$ cat config.mk
export PLATFORM = sky130hd
export DESIGN_NAME = dsd_decoder
export DESIGN_NICKNAME = d
export VERILOG_FILES = /design/src/hdl/dsd_pkg.sv /design/src/hdl/dsd_decoder.sv
export SDC_FILE = /design/constraint.sdc
export NUM_CORES = 1
export LEC_CHECK = 0
export ABC_AREA = 1
export BUFFER_PORTS_ARGS = -buffer_cell sky130_fd_sc_hd__buf_2
export CORE_MARGIN = 8
export CORE_UTILIZATION = 50
export CTS_CLUSTER_DIAMETER = 50
export DETAILED_ROUTE_END_ITERATION = 8
export GPL_ROUTABILITY_DRIVEN = 0
export HOLD_SLACK_MARGIN = 0.05
export PLACE_DENSITY_LB_ADDON = 0.05
export SKIP_LAST_GASP = 1
export SYNTH_ARGS = -nofsm -noshare
export SYNTH_HDL_FRONTEND = slang
export SYNTH_SLANG_ARGS = --single-unit
$ cat constraint.sdc
create_clock -name i_clk_sys -period 5.8 [get_ports i_clk_sys]
set_input_delay 1.16 -clock i_clk_sys [delete_from_list [all_inputs] [get_ports i_clk_sys]]
set_output_delay 1.16 -clock i_clk_sys [all_outputs]
set_load 0.05 [all_outputs]
$ cat src/hdl/dsd_pkg.sv
// Package for the data space decoder: map, opcodes, timing counts
package dsd_pkg;
    localparam int unsigned DSD_ADDR_W = 16;
    localparam int unsigned DSD_IO_W = 6;
    localparam int unsigned DSD_EE_ADDR_W = 12;
    localparam logic [15:0] DSD_REG_BASE = 16'h0000;
    localparam logic [15:0] DSD_IO_BASE = 16'h0020;
    localparam logic [15:0] DSD_EXT_BASE = 16'h0060;
    localparam logic [15:0] DSD_SRAM_BASE = 16'h0100;
    localparam logic [15:0] DSD_SRAM_LAST = 16'h10FF;
    localparam logic [15:0] DSD_IO_OFFSET = 16'h0020;
    localparam logic [5:0] DSD_BIT_IO_LAST = 6'h1F;
    localparam logic [4:0] DSD_PTR_FIRST = 5'h1A;
    localparam logic [5:0] DSD_DISP_MAX = 6'h3F;
    localparam logic [2:0] DSD_SRAM_CYCLES = 3'h2;
    localparam logic [2:0] DSD_EE_RD_STALL = 3'h4;
    localparam logic [2:0] DSD_EE_WR_STALL = 3'h2;
    localparam logic [15:0] DSD_PTR_STEP = 16'h0001;
    localparam int unsigned DSD_GPIOR_N = 3;

    typedef enum logic [1:0] {
        DSD_PTR_X = 2'b00,
        DSD_PTR_Y = 2'b01,
        DSD_PTR_Z = 2'b10
    } dsd_ptr_t;

    typedef enum logic [2:0] {
        DSD_AM_DIRECT = 3'b000,
        DSD_AM_IND = 3'b001,
        DSD_AM_DISP = 3'b010,
        DSD_AM_PREDEC = 3'b011,
        DSD_AM_POSTINC = 3'b100,
        DSD_AM_IOPORT = 3'b101,
        DSD_AM_IOBIT = 3'b110
    } dsd_mode_t;

    typedef enum logic [1:0] {
        DSD_BIT_NONE = 2'b00,
        DSD_BIT_SET = 2'b01,
        DSD_BIT_CLR = 2'b10,
        DSD_BIT_TEST = 2'b11
    } dsd_bitop_t;

    typedef struct packed {
        logic valid;
        logic write;
        dsd_mode_t mode;
        dsd_ptr_t ptr;
        logic [5:0] disp;
        logic [15:0] addr;
        logic [5:0] io_addr;
        dsd_bitop_t bitop;
        logic [2:0] bit_sel;
        logic [7:0] wdata;
    } dsd_req_t;

    typedef struct packed {
        logic reg_sel;
        logic io_sel;
        logic ext_sel;
        logic sram_sel;
    } dsd_sel_t;
endpackage

$ cat src/hdl/dsd_decoder.sv
// Data space decoder: target select, pointer modes, I/O bit ops, stalls
`timescale 1ns/1ns
//
// Contract
// - Addresses 0..31 select working registers
// - Next 64 addresses select standard I/O
// - Next 160 addresses select extended I/O
// - Following 4096 addresses select internal SRAM
// - Extended I/O only via data load/store
// - Port I/O 6-bit, data address adds 0x20
// - Bit ops only on I/O 0x00..0x1F
// - Bit set/clear writes only selected bit
// - Some status flags clear on written one
// - SRAM access takes two clock cycles
// - EEPROM read stalls CPU four cycles
// - EEPROM write stalls CPU two cycles
// - Reset never aborts running EEPROM write
// - Displacement reaches 63 above Y or Z
// - Pre-dec/post-inc update pointer in R26..R31
// - Direct addressing reaches whole data space
// - EEPROM separate byte-wide address space
// - Self-timed write exposes completion status
// - Three storage registers, bit-accessible ones; here only the one at GPIOR_ADDR0 (0x1E) is in bit-op range
// - Write busy blocks reads and address changes
module dsd_decoder import dsd_pkg::*; #(
    parameter int unsigned EE_WRITE_CYCLES = 82500,
    parameter logic [5:0] GPIOR_ADDR0 = 6'h1E,
    parameter logic [5:0] GPIOR_ADDR1 = 6'h2A,
    parameter logic [5:0] GPIOR_ADDR2 = 6'h2B
) (
    input wire logic i_clk_sys,
    input wire logic i_rst,
    input wire dsd_req_t i_req,
    input wire logic [15:0] i_ptr_x,
    input wire logic [15:0] i_ptr_y,
    input wire logic [15:0] i_ptr_z,
    input wire logic [7:0] i_io_rdata,
    input wire logic i_ee_rd_req,
    input wire logic i_ee_wr_req,
    input wire logic [DSD_EE_ADDR_W-1:0] i_ee_addr,
    input wire logic [7:0] i_ee_wdata,
    input wire logic [7:0] i_w1c_mask,
    output dsd_sel_t o_sel,
    output logic [DSD_ADDR_W-1:0] o_addr,
    output logic o_io_wr,
    output logic [7:0] o_io_wdata,
    output logic o_skip,
    output logic o_ptr_wr,
    output dsd_ptr_t o_ptr_id,
    output logic [15:0] o_ptr_new,
    output logic o_stall,
    output logic o_sram_done,
    output logic o_ee_busy,
    output logic o_ee_mem_wr,
    output logic o_ee_rd_ok,
    output logic [DSD_EE_ADDR_W-1:0] o_ee_addr,
    output logic [7:0] o_ee_wdata,
    output logic [7:0] o_gp_rdata,
    output logic o_gp_hit
);
    localparam logic [16:0] EE_WR_CNT = 17'(EE_WRITE_CYCLES);

    logic [15:0] base;
    logic [15:0] eff;
    logic [15:0] ptr_val;
    logic ext_blocked;
    logic bit_ok;
    logic [7:0] bit_mask;
    logic [7:0] merged;
    logic [2:0] stall_cnt;
    logic [2:0] sram_cnt;
    logic [16:0] ee_cnt;
    logic [7:0] gpior [DSD_GPIOR_N];
    logic [1:0] gp_idx;
    logic [5:0] gp_io;

    always_comb begin
        unique case (i_req.ptr)
            DSD_PTR_X: ptr_val = i_ptr_x;
            DSD_PTR_Y: ptr_val = i_ptr_y;
            DSD_PTR_Z: ptr_val = i_ptr_z;
            default: ptr_val = i_ptr_z;
        endcase
    end

    // Effective address per addressing mode
    always_comb begin
        base = ptr_val;
        unique case (i_req.mode)
            DSD_AM_DIRECT: eff = i_req.addr;
            DSD_AM_IND: eff = base;
            // X has no displacement form; treat as plain indirect
            DSD_AM_DISP: eff = (i_req.ptr == DSD_PTR_X) ? base : base + {10'h000, i_req.disp & DSD_DISP_MAX};
            DSD_AM_PREDEC: eff = base - DSD_PTR_STEP;
            DSD_AM_POSTINC: eff = base;
            DSD_AM_IOPORT: eff = {10'h000, i_req.io_addr} + DSD_IO_OFFSET;
            DSD_AM_IOBIT: eff = {10'h000, i_req.io_addr} + DSD_IO_OFFSET;
            default: eff = i_req.addr;
        endcase
    end

    // Port I/O can never land in extended I/O because io_addr is 6 bits
    assign ext_blocked = (i_req.mode == DSD_AM_IOPORT) || (i_req.mode == DSD_AM_IOBIT);
    assign bit_ok = (i_req.io_addr <= DSD_BIT_IO_LAST);

    always_comb begin
        o_sel = '0;
        if (i_req.valid) begin
            if (eff < DSD_IO_BASE) begin
                o_sel.reg_sel = !ext_blocked;
            end else if (eff < DSD_EXT_BASE) begin
                o_sel.io_sel = !(i_req.mode == DSD_AM_IOBIT && !bit_ok);
            end else if (eff < DSD_SRAM_BASE) begin
                o_sel.ext_sel = !ext_blocked;
            end else if (eff <= DSD_SRAM_LAST) begin
                o_sel.sram_sel = !ext_blocked;
            end
        end
    end
    assign o_addr = eff;

    // Bit set/clear: other bits written back, write-one-to-clear flags masked off
    assign bit_mask = 8'h01 << i_req.bit_sel;
    always_comb begin
        merged = i_io_rdata & ~i_w1c_mask;
        if (i_req.bitop == DSD_BIT_SET) begin
            merged = merged | bit_mask;
        end else if (i_req.bitop == DSD_BIT_CLR) begin
            merged = merged & ~bit_mask;
        end
    end

    always_comb begin
        o_io_wr = 1'b0;
        o_io_wdata = i_req.wdata;
        if (o_sel.io_sel && i_req.mode == DSD_AM_IOBIT) begin
            o_io_wr = (i_req.bitop == DSD_BIT_SET) || (i_req.bitop == DSD_BIT_CLR);
            o_io_wdata = merged;
        end else if (o_sel.io_sel || o_sel.ext_sel) begin
            o_io_wr = i_req.write;
        end
    end
    assign o_skip = o_sel.io_sel && i_req.mode == DSD_AM_IOBIT && i_req.bitop == DSD_BIT_TEST
        && i_io_rdata[i_req.bit_sel];

    // Pointer write-back for auto modes
    always_comb begin
        o_ptr_wr = i_req.valid && (i_req.mode == DSD_AM_PREDEC || i_req.mode == DSD_AM_POSTINC);
        o_ptr_id = i_req.ptr;
        o_ptr_new = (i_req.mode == DSD_AM_PREDEC) ? base - DSD_PTR_STEP : base + DSD_PTR_STEP;
    end

    // SRAM two-cycle access
    always_ff @(posedge i_clk_sys) begin
        if (i_rst) begin
            sram_cnt <= 3'h0;
        end else if (sram_cnt != 3'h0) begin
            sram_cnt <= sram_cnt - 3'h1;
        end else if (o_sel.sram_sel) begin
            sram_cnt <= DSD_SRAM_CYCLES - 3'h1;
        end
    end
    assign o_sram_done = (sram_cnt == 3'h1);

    // EEPROM engine; write counter ignores reset so a started write completes
    assign o_ee_busy = (ee_cnt != 17'h0);
    assign o_ee_rd_ok = i_ee_rd_req && !o_ee_busy;
    always_ff @(posedge i_clk_sys) begin
        if (ee_cnt != 17'h0) begin
            ee_cnt <= ee_cnt - 17'h1;
        end else if (i_ee_wr_req && !i_rst) begin
            ee_cnt <= EE_WR_CNT;
        end else if (i_rst) begin
            ee_cnt <= 17'h0;
        end
    end
    always_ff @(posedge i_clk_sys) begin
        if (i_rst && !o_ee_busy) begin
            o_ee_addr <= '0;
            o_ee_wdata <= 8'h00;
        end else if (!o_ee_busy && (i_ee_wr_req || i_ee_rd_req)) begin
            o_ee_addr <= i_ee_addr;
            o_ee_wdata <= i_ee_wdata;
        end
    end
    always_ff @(posedge i_clk_sys) begin
        if (i_rst) begin
            o_ee_mem_wr <= 1'b0;
        end else begin
            o_ee_mem_wr <= i_ee_wr_req && !o_ee_busy;
        end
    end

    // CPU stall counter
    always_ff @(posedge i_clk_sys) begin
        if (i_rst) begin
            stall_cnt <= 3'h0;
        end else if (i_ee_rd_req && !o_ee_busy) begin
            stall_cnt <= DSD_EE_RD_STALL;
        end else if (i_ee_wr_req && !o_ee_busy) begin
            stall_cnt <= DSD_EE_WR_STALL;
        end else if (stall_cnt != 3'h0) begin
            stall_cnt <= stall_cnt - 3'h1;
        end
    end
    assign o_stall = (stall_cnt != 3'h0);

    // General purpose storage registers
    // Decode from the effective address so loads and stores reach them too
    assign gp_io = 6'(eff - DSD_IO_OFFSET);
    always_comb begin
        gp_idx = 2'h3;
        if (gp_io == GPIOR_ADDR0) gp_idx = 2'h0;
        if (gp_io == GPIOR_ADDR1) gp_idx = 2'h1;
        if (gp_io == GPIOR_ADDR2) gp_idx = 2'h2;
    end
    assign o_gp_hit = o_sel.io_sel && gp_idx != 2'h3;
    assign o_gp_rdata = (gp_idx != 2'h3) ? gpior[gp_idx] : 8'h00;
    always_ff @(posedge i_clk_sys) begin
        if (i_rst) begin
            for (int i = 0; i < DSD_GPIOR_N; i++) gpior[i] <= 8'h00;
        end else if (o_gp_hit && o_io_wr) begin
            gpior[gp_idx] <= (i_req.mode == DSD_AM_IOBIT)
                ? ((gpior[gp_idx] & ~bit_mask) | (i_req.bitop == DSD_BIT_SET ? bit_mask : 8'h00))
                : i_req.wdata;
        end
    end
endmodule

; ---- Word-level counts from Yosys, hierarchy flattened
; Memory sizes are Yosys's and may differ from the RTL's.
; Index checks and enable logic that the tools add are counted.
[op_classes]
shift = 1
n_eq_ne = 15
n_mux = 41
addsub = 8
n_bitwise = 7
magnitude_cmp = 6
reduce_logical = 35
[op_table]
columns = operator, count
row1 = 16-bit one-hot mux with 4 select lines, 1
row2 = 8-bit two-way mux, 7
row3 = 17-bit two-way mux, 3
row4 = 16-bit two-way mux, 2
row5 = 16-bit one-hot mux with 2 select lines, 1
row6 = 8-bit AND, 3
row7 = 3-bit two-way mux, 6
row8 = 17-bit nonzero test, 1
row9 = 17-bit by 1-bit subtractor with 17-bit output (second input constant), 1
row10 = 16-bit by 1-bit adder with 16-bit output (second input constant), 1
row11 = 16-bit by 6-bit adder with 16-bit output, 1
row12 = 16-bit by 13-bit less-or-equal comparator with 1-bit output (second input constant), 1
row13 = 16-bit by 6-bit < comparator with 1-bit output (second input constant), 1
row14 = 16-bit by 7-bit < comparator with 1-bit output (second input constant), 1
row15 = 16-bit by 9-bit < comparator with 1-bit output (second input constant), 1
row16 = 8-bit inverter, 2
row17 = 8-bit bitwise OR, 2
row18 = 16-bit by 1-bit subtractor with 16-bit output (second input constant), 1
row19 = 1-bit two-way mux, 14
row20 = 6-bit equality test (second input constant), 2
row21 = 1-bit logical AND, 12
row22 = 3-bit nonzero test, 4
row23 = 2-bit two-way mux, 5
row24 = 3-bit equality test (second input constant), 3
row25 = other kinds (21), 37
[totals]
out_inout_bits = 83
n_memories = 1
inputBits = 136
elab_cells = 122
ff_bits = 44
ram_bits = 24
[memory_table]
columns = name, words, width, read_ports, rd_clocked_by_memory_dff, wr, line
row1 = gpior, 3, 8, 1, 0, 3, dsd_decoder.sv:73  ; logic [7:0] gpior [DSD_GPIOR_N];

; ---- Depth between registers and ports, before layout
[depth]
ltp_word = 20
depth_mapped = 28
mapped_depth_nobuf = 27

; ---- Least setup slack after synthesis
; OpenSTA, ideal clock, no wires.
[synth_path]
path_kind = input to output
from = input port i_req[42] in the netlist's numbering
to = output port o_io_wdata[0]
slack_ns = -0.579
path_stages = 20
arrival_time_ns = 5.219
path_cell_list = buf_2 > nand2_1 > nand3_2 > inv_1 > ha_1 > fa_1 > inv_1 > nor3_1 > nor2_1 > nor2_2 > nand3_1 > nand2_1 > nand3_1 > nand4_1 > nor2_1 > nand2_1 > nor2_4 > nand2_2 > clkinv_1 > a32oi_1
[synth_rtl]
columns = element, line
row1 = from (decl), dsd_decoder.sv:33  ; input wire dsd_req_t i_req,
row2 = to (decl), dsd_decoder.sv:46  ; output logic [7:0] o_io_wdata,

; ---- Worst setup path after layout
[layout_path]
from = input port i_req[41] in the netlist's numbering
to = output port o_gp_rdata[5]
[layout_via]
elab_chain_cells = 12
word_cells_on_any_way = 17
cone_classes = add/sub (3) / eq/ne (5) / mux (7) / reduce/logical (1) / memory (1)
[layout_rtl]
columns = element, line
row1 = 2-bit by 1-bit equality test with 1-bit output or 2-bit logical NOT (tied branches), "dsd_decoder.sv:78, dsd_decoder.sv:93"
row2 = 16-bit one-hot mux with 2 select lines, dsd_decoder.sv:78  ; unique case (i_req.ptr)
row3 = 16-bit by 6-bit adder with 16-bit output, dsd_decoder.sv:93  ; DSD_AM_DISP: eff = (i_req.ptr == DSD_PTR_X) ? base : base + {10'h000, i_req.disp & DSD_DISP_MAX};
row4 = 16-bit two-way mux, dsd_decoder.sv:93
row5 = 16-bit one-hot mux with 4 select lines *, dsd_decoder.sv:89  ; unique case (i_req.mode)
row6 = 6-bit subtractor *, dsd_decoder.sv:210  ; assign gp_io = 6'(eff - DSD_IO_OFFSET);
row7 = 6-bit by 5-bit equality test with 1-bit output, dsd_decoder.sv:213  ; if (gp_io == GPIOR_ADDR0) gp_idx = 2'h0;
row8 = 2-bit two-way mux, dsd_decoder.sv:213
row9 = 2-bit two-way mux, dsd_decoder.sv:214  ; if (gp_io == GPIOR_ADDR1) gp_idx = 2'h1;
row10 = 2-bit two-way mux *, dsd_decoder.sv:215  ; if (gp_io == GPIOR_ADDR2) gp_idx = 2'h2;
row11 = memory read 3 x 8 bit or 2-bit != test (tied branches), n/a
row12 = 8-bit two-way mux *, dsd_decoder.sv:218  ; assign o_gp_rdata = (gp_idx != 2'h3) ? gpior[gp_idx] : 8'h00;
row13 = to (decl), dsd_decoder.sv:58  ; output logic [7:0] o_gp_rdata,
; Every way passes the cells marked *; elsewhere a longest branch is shown, timed or not.

==> metrics <==
Critical Path End Type output pin; Die H 135 microns; Pint 1.09 mW; RSZ-0062 raised after global routing yes; Final Hold Fails 0; Final HPWL DP 18500 microns; Reg2Reg Capture Point ee_cnt[4]; Layout area overhead 27.5%; Max Cap Viol 0; Final WS setup 274 ps; crit share post-route 0.953; slowest stage delay, CP 490 ps; YS warnings 0; Leakage 4.85 nW; Crit. Startpoint i_req[41]; largest net degree at the start of global routing 42; Port Buffer Count 218; Distinct cells, synth 49; CP max stage cell fa_1; Final Hold Slack 448 ps; CP Class input port to output pin; Core Region 13900 sq um; clock power share 0.297; most common cell after layout, fill and taps aside nand2_1; Final Max Slew Viols 0; CTS H-tree lvls 3; mapped cell area 7080 sq um; Synth Area per Inst 6.44 sq um; Setup WS pre-CTS -9.11 ps; first-pass GRT wire length 36400 microns; Pre-antenna DRT Iters 5; part of the power in combinational logic 0.375; # rows 43; Post-synth top flop edfxtp_1; WHS Endpoint stall_cnt[0]; antenna-violating nets left 0; worst-path maximum fanout 8; layout cells sized above 1 0.274; worst reg2reg setup slack 2270 ps; CTS tree done; worst hold stages 1; initial antenna violation count 4; Global Route Usage Sum 0.244; DR iter-0 viols 801; worst-skew pair later-pin latency 340 ps; drt wl/cell 15.1 microns; GR Overflow Total 0; Synth Instances 1099; switching share of power 0.404; cts bufs inserted 9; filler cell count in the final layout 1312; Root Buffer clkbuf_16; Worst-Margin Slew 807 ps; Die X 135 microns; number of global-route vias before repair 7467; Critical Path AT 4370 ps; via count 7943; Worst Hold Launch stall_cnt[0]; commonest non-fill, non-tap cells in the layout nand2_1 (262), buf_2 (209), inv_1 (200); post-synthesis async set-or-reset flop share 0; CP Launch Type input port; cts hold-fix bufs 0; worst endpoint required time 4640 ps; worst vdd ir 0.249 mV; CTS clk-pin slew, worst paths 60 ps; vias per cell 5.22; number of flops mapped to enable cells by yosys 49; CP Cell Sequence buf_2 -> inv_1 -> nor2_4 -> nand2_1 -> nand3_2 -> inv_1 -> ha_1 -> fa_1 -> o211ai_1 -> o211ai_1 -> o21ai_1 -> inv_1 -> nand2_1 -> nor3_2 -> nand2_2 -> clkinvlp_4 -> nand2_1 -> nand4_1 -> nand2_1 -> inv_1 -> buf_2; final WL 23000 microns; run status completed; die area 18200 sq um; IO Pins 219; NetSw 0.741 mW; worst r2r src ee_cnt[0]; CTS max path bufs 2; initial core utilization 0.510; Hold WC Path Type flip-flop to flip-flop; minimum clock period 5530 ps; sequential-to-total area share from yosys stat 0.284; nets 1486; pwr dens 203 nW/um^2; clock skew 7.40 ps; # clock sinks 76; Final setup viols 0; Seq pwr share 0.328; Final Util 0.650; FF-to-FF path depth 16; #FFs+latches synth 76; max frequency 181 MHz; DR DRC count 0; max_slew headroom 0.461
power groups by stage:
stage | registers, mW | logic (mW) | clock network, mW
after floorplan | 0.644 | 0.451 | 0
after global placement | 0.612 | 0.668 | 0
after detailed placement | 0.613 | 0.670 | 0
after CTS | 0.601 | 0.672 | 0.555
after global routing | 0.603 | 0.746 | 0.573
final | 0.602 | 0.688 | 0.544
synthesized netlist by cell type (8+ instances only):
cell type,count,share of area
a21oi_1,45,0.032
o21ai_0,38,0.027
nand3_2,13,0.018
nand2_2,16,0.014
edfxtp_1,49,0.21
dfxtp_1,27,0.076
inv_1,201,0.11
clkbuf_1,16,0.0085
nand2_1,263,0.14
nand3_1,81,0.057
ha_1,14,0.025
nor2_2,15,0.013
o22ai_1,24,0.021
nand3_4,8,0.020
nand4_1,29,0.026
or2_2,13,0.011
nand3b_1,15,0.016
a32oi_1,8,0.0099
nor3_1,8,0.0057
nor2_1,137,0.073
flip-flops by register name, summed over array words and instances (netlist names):
signal,cells
o_ee_mem_wr,1
o_ee_addr,12
o_ee_wdata,8
stall_cnt,3
sram_cnt,3
gpior,32
ee_cnt,17
cell families (layout without fill, tap and decap cells):
group                      after synthesis  in the layout  share of synthesized area
xor gates and xnor gates                10             10                     0.0124
other                                    1              9                   0.000530
buffers and inverters                  237            471                      0.133
and+or+nand+nor                        622            622                      0.430
AOI/OAI and AO/OA                      138            138                      0.112
DFF                                     76             76                      0.284
adders and majority gates               15             15                     0.0276
worst max-delay path by stage:
stage | to | slack (ps) | cells after the start
after floorplan | o_sel[1] | -80 | 22
after global placement | o_io_wdata[3] | 100 | 23
after detailed placement | o_io_wdata[6] | -9 | 24
after CTS | o_io_wr | 60 | 24
after global routing | o_io_wdata[0] | -20 | 26
final | o_gp_rdata[5] | 270 | 21
metrics by stage:
| step | cells | power [mW] | TNS, ps | cell area (sq um) |
|---|---|---|---|---|
| 2_1_floorplan | 1106 | 1.09 | -275 | 7270 |
| 3_3_place_gp | 1499 | 1.28 | 0 | 8610 |
| 3_5_place_dp | 1499 | 1.28 | -46.6 | 8610 |
| 4_1_cts | 1515 | 1.83 | 0 | 8900 |
| 5_1_grt | 1521 | 1.92 | -120 | 9020 |
| 6_report | 1521 | 1.83 | 0 | 9020 |
layer usage:
| metal | up-vias | global-route usage | share of wire |
|---|---|---|---|
| li1 | 4014 | - | - |
| met1 | 3554 | 0.319 | 0.43 |
| met2 | 327 | 0.377 | 0.44 |
| met3 | 42 | 0.0684 | 0.10 |
| met4 | 6 | 0.0845 | 0.023 |
| met5 | - | 0 | 0.0019 |
worst max-delay path, delay by kind of cell:
family | cells | cell delay [ps]
AOI/OAI and AO/OA | 3 | 390
adders and majority gates | 2 | 700
buffers and inverters | 7 | 900
and+or+nand+nor | 9 | 1200
repair_timing:
item | in CTS | in global routing
endpoints found under the setup margin | 8 | 21
pin swaps | 0 | 2
gates resized for setup | 1 | 34
buffers inserted | 0 | 5
gates cloned | 0 | 0
layout make-up:
type | count | area (sq um) | area share
multi-input cells | 793 | 4360 | 0.483
repair buffers | 246 | 1340 | 0.149
flip-flops and latches | 76 | 2010 | 0.223
inverters | 209 | 793 | 0.0879
clock buffers | 9 | 225 | 0.0250
clock inverters | 7 | 65.1 | 0.00721
diodes | 1 | 2.50 | 0.000277
well taps | 180 | 225 | 0.0250
Power figures use the tool's default switching activity.
